<file path="config.mk">
export PLATFORM = sky130hd
export DESIGN_NAME = sbu_mux_i2c_control
export DESIGN_NICKNAME = d
export VERILOG_FILES = /design/src/design/sbu_mux_pkg.sv /design/src/design/sbu_route_decode.sv /design/src/design/sbu_mux_i2c_control.sv
export SDC_FILE = /design/constraint.sdc
export NUM_CORES = 1
export LEC_CHECK = 0
export ABC_CLOCK_PERIOD_IN_PS = 2600
export BUFFER_PORTS_ARGS = -buffer_cell sky130_fd_sc_hd__buf_4
export CORE_AREA = 2 2 84 86
export DETAILED_ROUTE_END_ITERATION = 8
export DIE_AREA = 0 0 86 88
export HOLD_SLACK_MARGIN = 0.12
export MAX_ROUTING_LAYER = met4
export PLACE_DENSITY = 0.72
export SETUP_SLACK_MARGIN = 0.05
export SLEW_MARGIN = 20
export SYNTH_ARGS = -nofsm -noshare
export SYNTH_HDL_FRONTEND = slang
export SYNTH_SLANG_ARGS = --single-unit
</file>
<file path="constraint.sdc">
create_clock -name sys_clk -period 2.6 [get_ports sys_clk]
set_clock_uncertainty 0.1 [all_clocks]
set_input_delay 0.52 -clock sys_clk [delete_from_list [all_inputs] [get_ports sys_clk]]
set_output_delay 0.52 -clock sys_clk [all_outputs]
set_load 0.02 [all_outputs]
</file>
<file path="src/design/sbu_mux_pkg.sv">
// Constants and carrier types for the sideband mux control block
package sbu_mux_pkg;
   localparam logic [6:0] primary_slave_address = 7'h5C;
   localparam logic [6:0] alternate_slave_address = 7'h5D;
   localparam logic [7:0] ptr_reset = 8'h00;
   localparam logic [7:0] off_revision = 8'h09;
   localparam logic [7:0] off_general_1 = 8'h0A;
   localparam logic [7:0] off_general_2 = 8'h0B;
   localparam int swap_bit_pos = 0;
   localparam int enable_bit_pos = 1;
   localparam logic [1:0] path_lane_b = 2'h0;
   localparam logic [1:0] path_audio = 2'h1;
   localparam logic [1:0] path_lane_c = 2'h2;
   localparam logic [1:0] path_lane_a = 2'h3;
   localparam logic [3:0] revision_default = 4'h0; // Arbitrary value
   localparam logic [7:0] reg_reset = 8'h00;
   localparam logic [3:0] bit_count_last = 4'h7;

   typedef enum logic [1:0] {
      strap_low = 2'h0,
      strap_mid = 2'h1,
      strap_high = 2'h2
   } strap_type;

   // One enable per switch contact
   typedef struct packed {
      logic a_to_lane_a_pos;
      logic a_to_lane_a_neg;
      logic b_to_lane_a_pos;
      logic b_to_lane_a_neg;
      logic a_to_lane_b_pos;
      logic a_to_lane_b_neg;
      logic b_to_lane_b_pos;
      logic b_to_lane_b_neg;
      logic a_to_lane_c_pos;
      logic b_to_lane_c_neg;
      logic a_to_audio_port_1;
      logic b_to_audio_port_2;
   } switch_type;

   typedef struct packed {
      logic orientation_swap_bit;
      logic enable_bit;
      logic [1:0] path_select_field;
   } config_type;
endpackage : sbu_mux_pkg

</file>
<file path="src/design/sbu_route_decode.sv">
// Path and orientation decoder for the sideband switch contacts
`timescale 1ns/1ps
module sbu_route_decode (
   input wire logic conduct,
   input wire logic [1:0] path,
   input wire logic swap,
   output sbu_mux_pkg::switch_type sw
);
   always_comb begin
      sw = '0;
      if (conduct) begin
         case (path)
            sbu_mux_pkg::path_lane_b: begin
               sw.a_to_lane_b_pos = !swap;
               sw.b_to_lane_b_neg = !swap;
               sw.a_to_lane_b_neg = swap;
               sw.b_to_lane_b_pos = swap;
            end
            sbu_mux_pkg::path_audio: begin
               sw.a_to_audio_port_1 = 1'b1;
               sw.b_to_audio_port_2 = 1'b1;
            end
            sbu_mux_pkg::path_lane_c: begin
               sw.a_to_lane_c_pos = 1'b1;
               sw.b_to_lane_c_neg = 1'b1;
            end
            default: begin
               sw.a_to_lane_a_pos = !swap;
               sw.b_to_lane_a_neg = !swap;
               sw.a_to_lane_a_neg = swap;
               sw.b_to_lane_a_pos = swap;
            end
         endcase
      end
   end
endmodule : sbu_route_decode

</file>
<file path="src/design/sbu_mux_i2c_control.sv">
// I2C slave, register file and switch control of the sideband mux
`timescale 1ns/1ps
module sbu_mux_i2c_control #(
   parameter bit four_way = 1'b0
) (
   input wire logic sys_clk,
   input wire logic nrst,
   input wire logic switch_disable_pin,
   input wire sbu_mux_pkg::strap_type config_strap,
   input wire logic path_select_pin_hi,
   input wire logic path_select_pin_lo,
   input wire logic orientation_pin,
   input wire logic scl_in,
   input wire logic sda_in,
   output logic sda_out,
   output logic sda_oe,
   output sbu_mux_pkg::switch_type switches,
   output logic shutdown,
   output logic in_reset
);
   typedef enum logic [5:0] {
      st_idle = 6'b000001,
      st_addr = 6'b000010,
      st_ack = 6'b000100,
      st_rx = 6'b001000,
      st_tx = 6'b010000,
      st_mack = 6'b100000
   } state_type;

   typedef struct packed {
      logic [1:0] scl_s;
      logic [1:0] sda_s;
      logic [1:0] dis_s;
      logic scl_d;
      logic sda_d;
      state_type st;
      logic [3:0] cnt;
      logic [7:0] sh;
      logic rd;
      logic have_sub;
      logic [7:0] ptr;
      sbu_mux_pkg::config_type cfg;
      sbu_mux_pkg::strap_type strap;
      logic sda_o;
      logic ack_rd;
      logic [2:0] sel_s0;
      logic [2:0] sel_s1;
      sbu_mux_pkg::strap_type strap_s0;
      sbu_mux_pkg::strap_type strap_s1;
   } all_type;

   all_type cur_ff;
   all_type nxt_ff;
   logic scl_r, scl_f, start_c, stop_c, rst_h, i2c_mode, conduct;
   logic [6:0] my_addr;
   logic [7:0] rd_data;
   logic [1:0] path;
   logic swap;

   assign scl_r = cur_ff.scl_s[1] && !cur_ff.scl_d;
   assign scl_f = !cur_ff.scl_s[1] && cur_ff.scl_d;
   assign start_c = cur_ff.scl_s[1] && cur_ff.sda_d && !cur_ff.sda_s[1];
   assign stop_c = cur_ff.scl_s[1] && !cur_ff.sda_d && cur_ff.sda_s[1];
   assign rst_h = cur_ff.dis_s[1];
   assign i2c_mode = cur_ff.strap != sbu_mux_pkg::strap_low;
   assign my_addr = (cur_ff.strap == sbu_mux_pkg::strap_high) ?
      sbu_mux_pkg::alternate_slave_address :
      sbu_mux_pkg::primary_slave_address;

   always_comb begin
      case (cur_ff.ptr)
         sbu_mux_pkg::off_revision:
            rd_data = {4'h0, sbu_mux_pkg::revision_default};
         sbu_mux_pkg::off_general_1:
            rd_data = {6'h00, cur_ff.cfg.enable_bit,
               cur_ff.cfg.orientation_swap_bit};
         sbu_mux_pkg::off_general_2:
            rd_data = {6'h00, cur_ff.cfg.path_select_field};
         default: rd_data = 8'h00;
      endcase
   end

   always_comb begin
      nxt_ff = cur_ff;
      nxt_ff.scl_s = {cur_ff.scl_s[0], scl_in};
      nxt_ff.sda_s = {cur_ff.sda_s[0], sda_in};
      nxt_ff.dis_s = {cur_ff.dis_s[0], switch_disable_pin};
      nxt_ff.scl_d = cur_ff.scl_s[1];
      nxt_ff.sda_d = cur_ff.sda_s[1];
      // Select pins and strap are asynchronous: two stages each
      nxt_ff.sel_s0 = {path_select_pin_hi, path_select_pin_lo,
         orientation_pin};
      nxt_ff.sel_s1 = cur_ff.sel_s0;
      nxt_ff.strap_s0 = config_strap;
      nxt_ff.strap_s1 = cur_ff.strap_s0;
      if (rst_h) begin
         // Held in reset: interface silent, config and pointer cleared
         nxt_ff.st = st_idle;
         nxt_ff.sda_o = 1'b0;
         nxt_ff.ptr = sbu_mux_pkg::ptr_reset;
         nxt_ff.cfg = '0;
         nxt_ff.have_sub = 1'b0;
         nxt_ff.strap = cur_ff.strap_s1; // Strap caught while held in reset
      end else if (!i2c_mode) begin
         nxt_ff.st = st_idle;
         nxt_ff.sda_o = 1'b0;
      end else if (start_c) begin
         nxt_ff.st = st_addr;
         nxt_ff.cnt = 4'h0;
         nxt_ff.sda_o = 1'b0;
      end else if (stop_c) begin
         nxt_ff.st = st_idle;
         nxt_ff.sda_o = 1'b0;
      end else begin
         case (cur_ff.st)
            st_idle: nxt_ff.sda_o = 1'b0;
            st_addr, st_rx: begin
               if (scl_r) begin
                  nxt_ff.sh = {cur_ff.sh[6:0], cur_ff.sda_s[1]};
                  nxt_ff.cnt = cur_ff.cnt + 4'h1;
               end
               if (scl_f && cur_ff.cnt == 4'h8) begin
                  nxt_ff.cnt = 4'h0;
                  if (cur_ff.st == st_addr) begin
                     if (cur_ff.sh[7:1] == my_addr) begin
                        nxt_ff.rd = cur_ff.sh[0];
                        nxt_ff.have_sub = 1'b0;
                        nxt_ff.sda_o = 1'b1;
                        nxt_ff.st = st_ack;
                     end else begin
                        nxt_ff.st = st_idle;
                     end
                  end else begin
                     nxt_ff.sda_o = 1'b1;
                     nxt_ff.st = st_ack;
                     if (!cur_ff.have_sub) begin
                        nxt_ff.ptr = cur_ff.sh;
                        nxt_ff.have_sub = 1'b1;
                     end else begin
                        if (cur_ff.ptr == sbu_mux_pkg::off_general_1) begin
                           nxt_ff.cfg.enable_bit =
                              cur_ff.sh[sbu_mux_pkg::enable_bit_pos];
                           nxt_ff.cfg.orientation_swap_bit =
                              cur_ff.sh[sbu_mux_pkg::swap_bit_pos];
                        end
                        if (cur_ff.ptr == sbu_mux_pkg::off_general_2) begin
                           nxt_ff.cfg.path_select_field = cur_ff.sh[1:0];
                        end
                        nxt_ff.ptr = cur_ff.ptr + 8'h01;
                     end
                  end
               end
            end
            st_ack: begin
               if (scl_f) begin
                  if (cur_ff.rd) begin
                     nxt_ff.sh = rd_data;
                     nxt_ff.sda_o = !rd_data[7];
                     nxt_ff.cnt = 4'h1;
                     nxt_ff.st = st_tx;
                  end else begin
                     nxt_ff.sda_o = 1'b0;
                     nxt_ff.st = st_rx;
                  end
               end
            end
            st_tx: begin
               if (scl_f) begin
                  if (cur_ff.cnt == 4'h8) begin
                     nxt_ff.sda_o = 1'b0;
                     nxt_ff.ptr = cur_ff.ptr + 8'h01;
                     nxt_ff.st = st_mack;
                  end else begin
                     nxt_ff.sda_o = !cur_ff.sh[3'(bit_idx(cur_ff.cnt))];
                     nxt_ff.cnt = cur_ff.cnt + 4'h1;
                  end
               end
            end
            st_mack: begin
               if (scl_r) begin
                  nxt_ff.ack_rd = !cur_ff.sda_s[1];
               end
               if (scl_f) begin
                  if (cur_ff.ack_rd) begin
                     nxt_ff.sh = rd_data;
                     nxt_ff.sda_o = !rd_data[7];
                     nxt_ff.cnt = 4'h1;
                     nxt_ff.st = st_tx;
                  end else begin
                     nxt_ff.sda_o = 1'b0;
                     nxt_ff.st = st_idle;
                  end
               end
            end
            default: nxt_ff.st = st_idle;
         endcase
      end
   end

   function automatic logic [3:0] bit_idx(input logic [3:0] c);
      bit_idx = sbu_mux_pkg::bit_count_last - c;
   endfunction : bit_idx

   always_ff @(posedge sys_clk) begin
      if (!nrst) begin
         cur_ff <= '0;
         cur_ff.scl_s <= 2'h3;
         cur_ff.sda_s <= 2'h3;
         cur_ff.dis_s <= 2'h3;
         cur_ff.scl_d <= 1'b1;
         cur_ff.sda_d <= 1'b1;
         cur_ff.st <= st_idle;
         cur_ff.ptr <= sbu_mux_pkg::ptr_reset;
         cur_ff.cfg <= '0;
         cur_ff.strap <= sbu_mux_pkg::strap_low;
      end else begin
         cur_ff <= nxt_ff;
      end
   end

   always_comb begin
      if (i2c_mode) begin
         path = cur_ff.cfg.path_select_field;
         swap = cur_ff.cfg.orientation_swap_bit;
      end else begin
         path = cur_ff.sel_s1[2:1];
         swap = four_way ? 1'b0 : cur_ff.sel_s1[0];
      end
   end

   // SDA pull drops in the same cycle that reset is seen
   assign conduct = !rst_h && (!i2c_mode || cur_ff.cfg.enable_bit);
   assign shutdown = !rst_h && i2c_mode && !cur_ff.cfg.enable_bit;
   assign in_reset = rst_h;
   assign sda_out = 1'b0;
   assign sda_oe = cur_ff.sda_o && !rst_h;

   sbu_route_decode u_decode (
      .conduct(conduct),
      .path(path),
      .swap(swap),
      .sw(switches)
   );
endmodule : sbu_mux_i2c_control

</file>
# Yosys cells after proc, flatten, opt, wreduce, memory -nomap -nowiden
# Cells that the tools add are included.
# word_totals
in_bits,10
register_bits,54
# classes
magnitude_cmp,1
n_addsub,3
n_bitwise,6
muxes,79
eq_ne,43
reduce_logical,44
# op_table
operator,n
2-to-1 mux 18 bit,10
2-to-1 mux 12 bit,9
2-to-1 mux 10 bit,10
"inequality test 6 bit, second input constant",15
2-to-1 mux 14 bit,6
AND reduction 8 bit,4
"inequality test 5 bit, second input constant",6
case mux 6 bit (5 select lines),1
AND reduction 6 bit,5
2-to-1 mux 26 bit,1
2-to-1 mux 8 bit,3
case mux 8 bit (3 select lines),1
2-to-1 mux 4 bit,5
2-to-1 mux 6 bit,3
"== test 8 x 4 -> 1 bit, second input constant",2
2-to-1 mux 2 bit,8
case mux 4 bit (4 select lines),1
case mux 8 bit (2 select lines),1
2-to-1 mux 1 bit,14
"inequality test 2 bit, second input constant",6
logical AND 1 bit,11
AND reduction 11 bit,1
2-to-1 mux 5 bit,2
AND reduction 10 bit,1
31 further kinds,50

# Depth between registers and ports, before layout
# depth
ltp_word,15
mapped_depth,9
mapped_depth_nobuf,8

# Hierarchy
# A second synthesis with hierarchy kept.
# hier_totals
hier_cells,362
hier_area_um2,3086.7
# by_module_without_submodules
module,cells_per_inst,instances,area_each_um2
sbu_mux_i2c_control,350,1,2974.1
sbu_route_decode,12,1,112.6

# Worst setup path before layout
# OpenSTA, ideal clock, no wires.
# synth_path
path_type,register to output
from,reg cur_ff[12] in the netlist's numbering
to,out switches[1] in the netlist's numbering
path_stages_with_launch,5
arrival_time_ns,1.677
t_required_ns,1.980
slack_ns,0.303
path_buffers,1
cell_sequence,dfxtp_1 -> nor2_1 -> mux2i_1 -> nor3_1 -> buf_4
# synth_lines
item,line_no,source
start: declaration,sbu_mux_i2c_control.sv:52,all_type cur_ff;
start signal: assignment,sbu_mux_i2c_control.sv:217,cur_ff <= nxt_ff;
end: declaration,sbu_mux_i2c_control.sv:17,"output sbu_mux_pkg::switch_type switches,"

# Worst setup path in the final report
# layout_path
from,reg cur_ff[41] in the netlist's numbering
to,reg cur_ff[23] in the netlist's numbering
# layout_via
elab_chain_len,4
# layout_lines
item,line_no,source
== test 6 x 2 -> 1 bit / == test 6 x 4 -> 1 bit (equally long branches),"sbu_mux_i2c_control.sv:115, sbu_mux_i2c_control.sv:124",
OR reduction 2 bit,sbu_mux_i2c_control.sv:115,case (cur_ff.st)
inequality test 6 bit (no line) / nonzero test 2 bit (equally long branches),--,
AND reduction 8 bit (no line),--,
# Several ways; a longest one is shown, not always the timed one.
# A chain may end at the register's enable or synchronous reset.

==> metrics.md <==
| Metric | Value |
|---|---|
| Maximum number of buffers from clock root to sink | `2` |
| Total power density per cell area | `420.7 nW/um^2` |
| Setup TNS | `0 ps` |
| Post-synthesis share of cell area spent on and, or, nand and nor gates | `30.79%` |
| CTS tree | `yes` |
| Global-route wire length before repair | `11.50 mm` |
| Main combinational cell family by area after synthesis | `simple AND/OR/NAND/NOR gates` |
| Share of synthesized area occupied by flip-flops and latches | `36.09%` |
| End of the critical path | `cur_ff[23]` |
| Cell type group with the largest total delay on the critical path | `simple AND/OR/NAND/NOR gates` |
| # nets final | `392` |
| Area of the core | `6644 sq um` |
| Synth Instances | `361` |
| Final count of pins violating max slew | `0` |
| Number of optimization iterations in the first detailed-route pass | `4` |
| Average size of a mapped cell | `8.297 sq um` |
| Synthesized netlist net count | `375` |
| Final-layout fill cell count | `639` |
| Via-per-instance ratio | `5.662` |
| Cell type with the highest occurrence count on the critical path | `sky130_fd_sc_hd__a21oi_1` |
| Post-DR wirelength/cell | `14.76 um` |
| Setup violations, final | `0` |
| Max-cap viol count | `0` |
| DPL Wire Length | `5.012 mm` |
| #FFs+latches synth | `54` |
| Antenna violations before repair | `0` |
| Detailed-route DRC error count | `0` |
| Weighted congestion reported at the end of routability-driven placement | `0.9482` |
| Fmax | `0.4322 GHz` |
| Most frequent standard cell in the layout excluding fill and tap cells | `sky130_fd_sc_hd__dfxtp_1` |
| Final hold viol count | `0` |
| Async set-or-reset flop fraction in the synthesized netlist | `0%` |
| Overall via count from detail_route | `2,593` |
| Parity-gate share of the synthesized area counting xor and xnor cells | `1.170%` |
| Largest fanout on the critical path | `11` |
| Hold WC Path Type | `in2reg` |
| First-iteration detailed-routing DRC count | `161` |
| Leakage | `1.198 nW` |
| Slew HR | `65.76%` |
| Congestion Overflow GR | `0` |
| Sink Count | `54` |
| WP depth | `6` |
| Number of global-route vias before repair | `2,468` |
| FF/Latch Area | `1081 sq um` |
| Post-layout min period | `2314 ps` |
| Initial cell density of the core | `45.08%` |
| Critical path data arrival time | `2430 ps` |
| N_diodes | `0` |
| Setup crit end kind | `register` |
| Reg-to-reg endpoint | `cur_ff[23]` |
| Number of flops mapped to enable cells by yosys | `0` |
| CTS HTree Levels | `2` |
| Fraction of final layout cells sized beyond drive strength 1 | `16.40%` |
| Cells on worst reg2reg path | `6` |
| Status | `completed` |
| Delay of the slowest cell on the worst path | `590 ps` |
| Multiplexer share of the synthesized area | `6.182%` |
| Transition time at the pin with the least slew margin | `500.7 ps` |
| Clock edge transition at the registers on the reported setup and hold paths | `100 ps` |
| Maximum resistive drop on vdd | `0.0002875 V` |
| Reg2Reg Setup Slack | `290 ps` |
| Layout area overhead | `10.78%` |
| Number of buffers inserted by port buffering | `24` |
| Warnings, synthesis | `0` |
| Unrepaired setup endpoints after global routing | `no` |
| Total number of placement rows | `30` |
| Worst Setup Path Type | `reg2reg` |
| Clk Latency, worst-skew pair | `310 ps` |
| Critical path buffers and inverters | `0` |
| Total power consumption of the routed design | `1.396 mW` |
| Required time at the worst-slack endpoint | `2710 ps` |
| Die Ht | `88 um` |
| Root Buffer | `sky130_fd_sc_hd__clkbuf_8` |
| Multi-input combinational cell area | `1747 sq um` |
| Total I/O pin count | `26` |
| Combined area of all synthesized cells | `2995 sq um` |
| CP startpoint | `cur_ff[41]` |
| Worst path cell trace | `xor2_1 -> and2_0 -> a21oi_1 -> or3_1 -> o21ai_0 -> a21oi_1` |
| Final routed wirelength across all metal layers | `6.760 mm` |
| Startpoint of the worst register-to-register path | `cur_ff[41]` |
| Slowest cell on the critical path | `sky130_fd_sc_hd__dfxtp_1` |
| Overall fraction of global-route tracks in use | `19.44%` |
| Die extent in x | `86 um` |
| Count of different cell masters after synthesis | `60` |
| Num CTS Buffers | `5` |
| Die outline area | `7568 sq um` |
| Antenna viol nets, final | `0` |
| Synthesized-area fraction occupied by adder cells | `1.671%` |
| Synth Area in Compound Gates | `18.00%` |
| Pin count of the biggest net entering global routing | `39` |
| Highest-count cells in the layout ignoring fill and taps | `sky130_fd_sc_hd__dfxtp_1 (54), sky130_fd_sc_hd__nand2_1 (41), sky130_fd_sc_hd__buf_4 (37), sky130_fd_sc_hd__nor2_1 (25), sky130_fd_sc_hd__a21oi_1 (24)` |
| Sort of element at the start of the critical path | `register` |
| Final period util | `89.00%` |
| Most instantiated flip-flop cell in the synthesis netlist | `sky130_fd_sc_hd__dfxtp_1` |
## registers in the layout, summed over array words and instances, names as in the netlist
register and flops:
cur_ff 53, in_reset 1
## synth_stat cells (5+ instances only)
cell / count / area, sq um
sky130_fd_sc_hd__nor3_1: 6 / 30.03
sky130_fd_sc_hd__buf_2: 5 / 25.02
sky130_fd_sc_hd__clkbuf_1: 13 / 48.80
sky130_fd_sc_hd__nand2b_1: 16 / 100.1
sky130_fd_sc_hd__a31oi_1: 5 / 31.28
sky130_fd_sc_hd__mux2i_1: 14 / 140.1
sky130_fd_sc_hd__a21boi_1: 5 / 37.54
sky130_fd_sc_hd__o21ai_0: 10 / 50.05
sky130_fd_sc_hd__nor2_1: 26 / 97.59
sky130_fd_sc_hd__inv_1: 8 / 30.03
sky130_fd_sc_hd__dfxtp_1: 54 / 1081
sky130_fd_sc_hd__a22oi_1: 5 / 37.54
sky130_fd_sc_hd__o211ai_1: 5 / 37.54
sky130_fd_sc_hd__nand3_1: 17 / 85.08
sky130_fd_sc_hd__buf_4: 7 / 52.55
sky130_fd_sc_hd__and2_1: 18 / 112.6
sky130_fd_sc_hd__nor2b_1: 11 / 68.82
sky130_fd_sc_hd__nand2_1: 41 / 153.9
sky130_fd_sc_hd__a21oi_1: 24 / 120.1
## report_power, final
group | switching, mW | internal (mW)
clock | 0.285 | 0.187
combinational | 0.0435 | 0.0354
sequential | 0.00550 | 0.840
## layer usage
metal  global-route usage [%]  vias to the layer above  routed length, um
li1                         -                     1303                  -
met3                    3.205                       11                331
met2                    32.21                       63               3200
met1                    24.74                     1216               3142
met4                    4.906                        0                 86
met5                        -                        -                  0
## final cells by class
| type | count | share of cell area, % |
|---|---|---|
| repair buffers | 37 | 8.371 |
| inverters | 8 | 0.9050 |
| multi-input cells | 272 | 52.64 |
| clock inverters | 2 | 0.4148 |
| well taps | 80 | 3.017 |
| clock buffers | 5 | 2.074 |
| flip-flops and latches | 54 | 32.58 |
## stage by stage
step | utilization, % | setup slack [ps] | instances | hold slack, ps | instance area [sq um]
floorplan | - | 303.5 | 361 | 286.3 | 2995
global placement | 48.53 | 274.6 | 451 | 288.0 | 3224
detailed placement | 48.53 | 159.5 | 451 | 294.3 | 3224
CTS | 49.77 | 135.0 | 458 | 277.1 | 3307
global route | 49.94 | 100.5 | 458 | 282.1 | 3318
finish | 49.94 | 286.0 | 458 | 286.8 | 3318
## worst register-to-register path, cell delays in order (launching register included)
cell and delay, ps:
sky130_fd_sc_hd__dfxtp_1 590, sky130_fd_sc_hd__xor2_1 300, sky130_fd_sc_hd__and2_0 350, sky130_fd_sc_hd__a21oi_1 140, sky130_fd_sc_hd__or3_1 450, sky130_fd_sc_hd__o21ai_0 210
sky130_fd_sc_hd__a21oi_1 80
## cells by family after synthesis
kind of cell,count (synthesis)
xor+xnor,4
flops,54
compound gates,80
mux,16
other cells,1
fa+ha+maj,4
simple gates,167
buf+inv,35
## worst min-delay path by stage
| stage | from | end | slack (ps) | cells after the start |
|---|---|---|---|---|
| floorplan | cur_ff[50] | cur_ff[51] | 290 | 1 |
| global placement | cur_ff[50] | cur_ff[51] | 290 | 1 |
| detailed placement | cur_ff[52] | cur_ff[53] | 290 | 1 |
| CTS | scl_in | cur_ff[52] | 280 | 2 |
| global route | switch_disable_pin | cur_ff[48] | 280 | 2 |
| finish | scl_in | cur_ff[52] | 290 | 2 |
## timing repair
| item | CTS | global route |
|---|---|---|
| gates resized for setup | 0 | 3 |
| buffers inserted | 0 | 0 |
| endpoints found under the setup margin | 0 | 6 |
| hold buffers | 0 | 0 |
No activity file was read; power rests on OpenSTA's default activity.
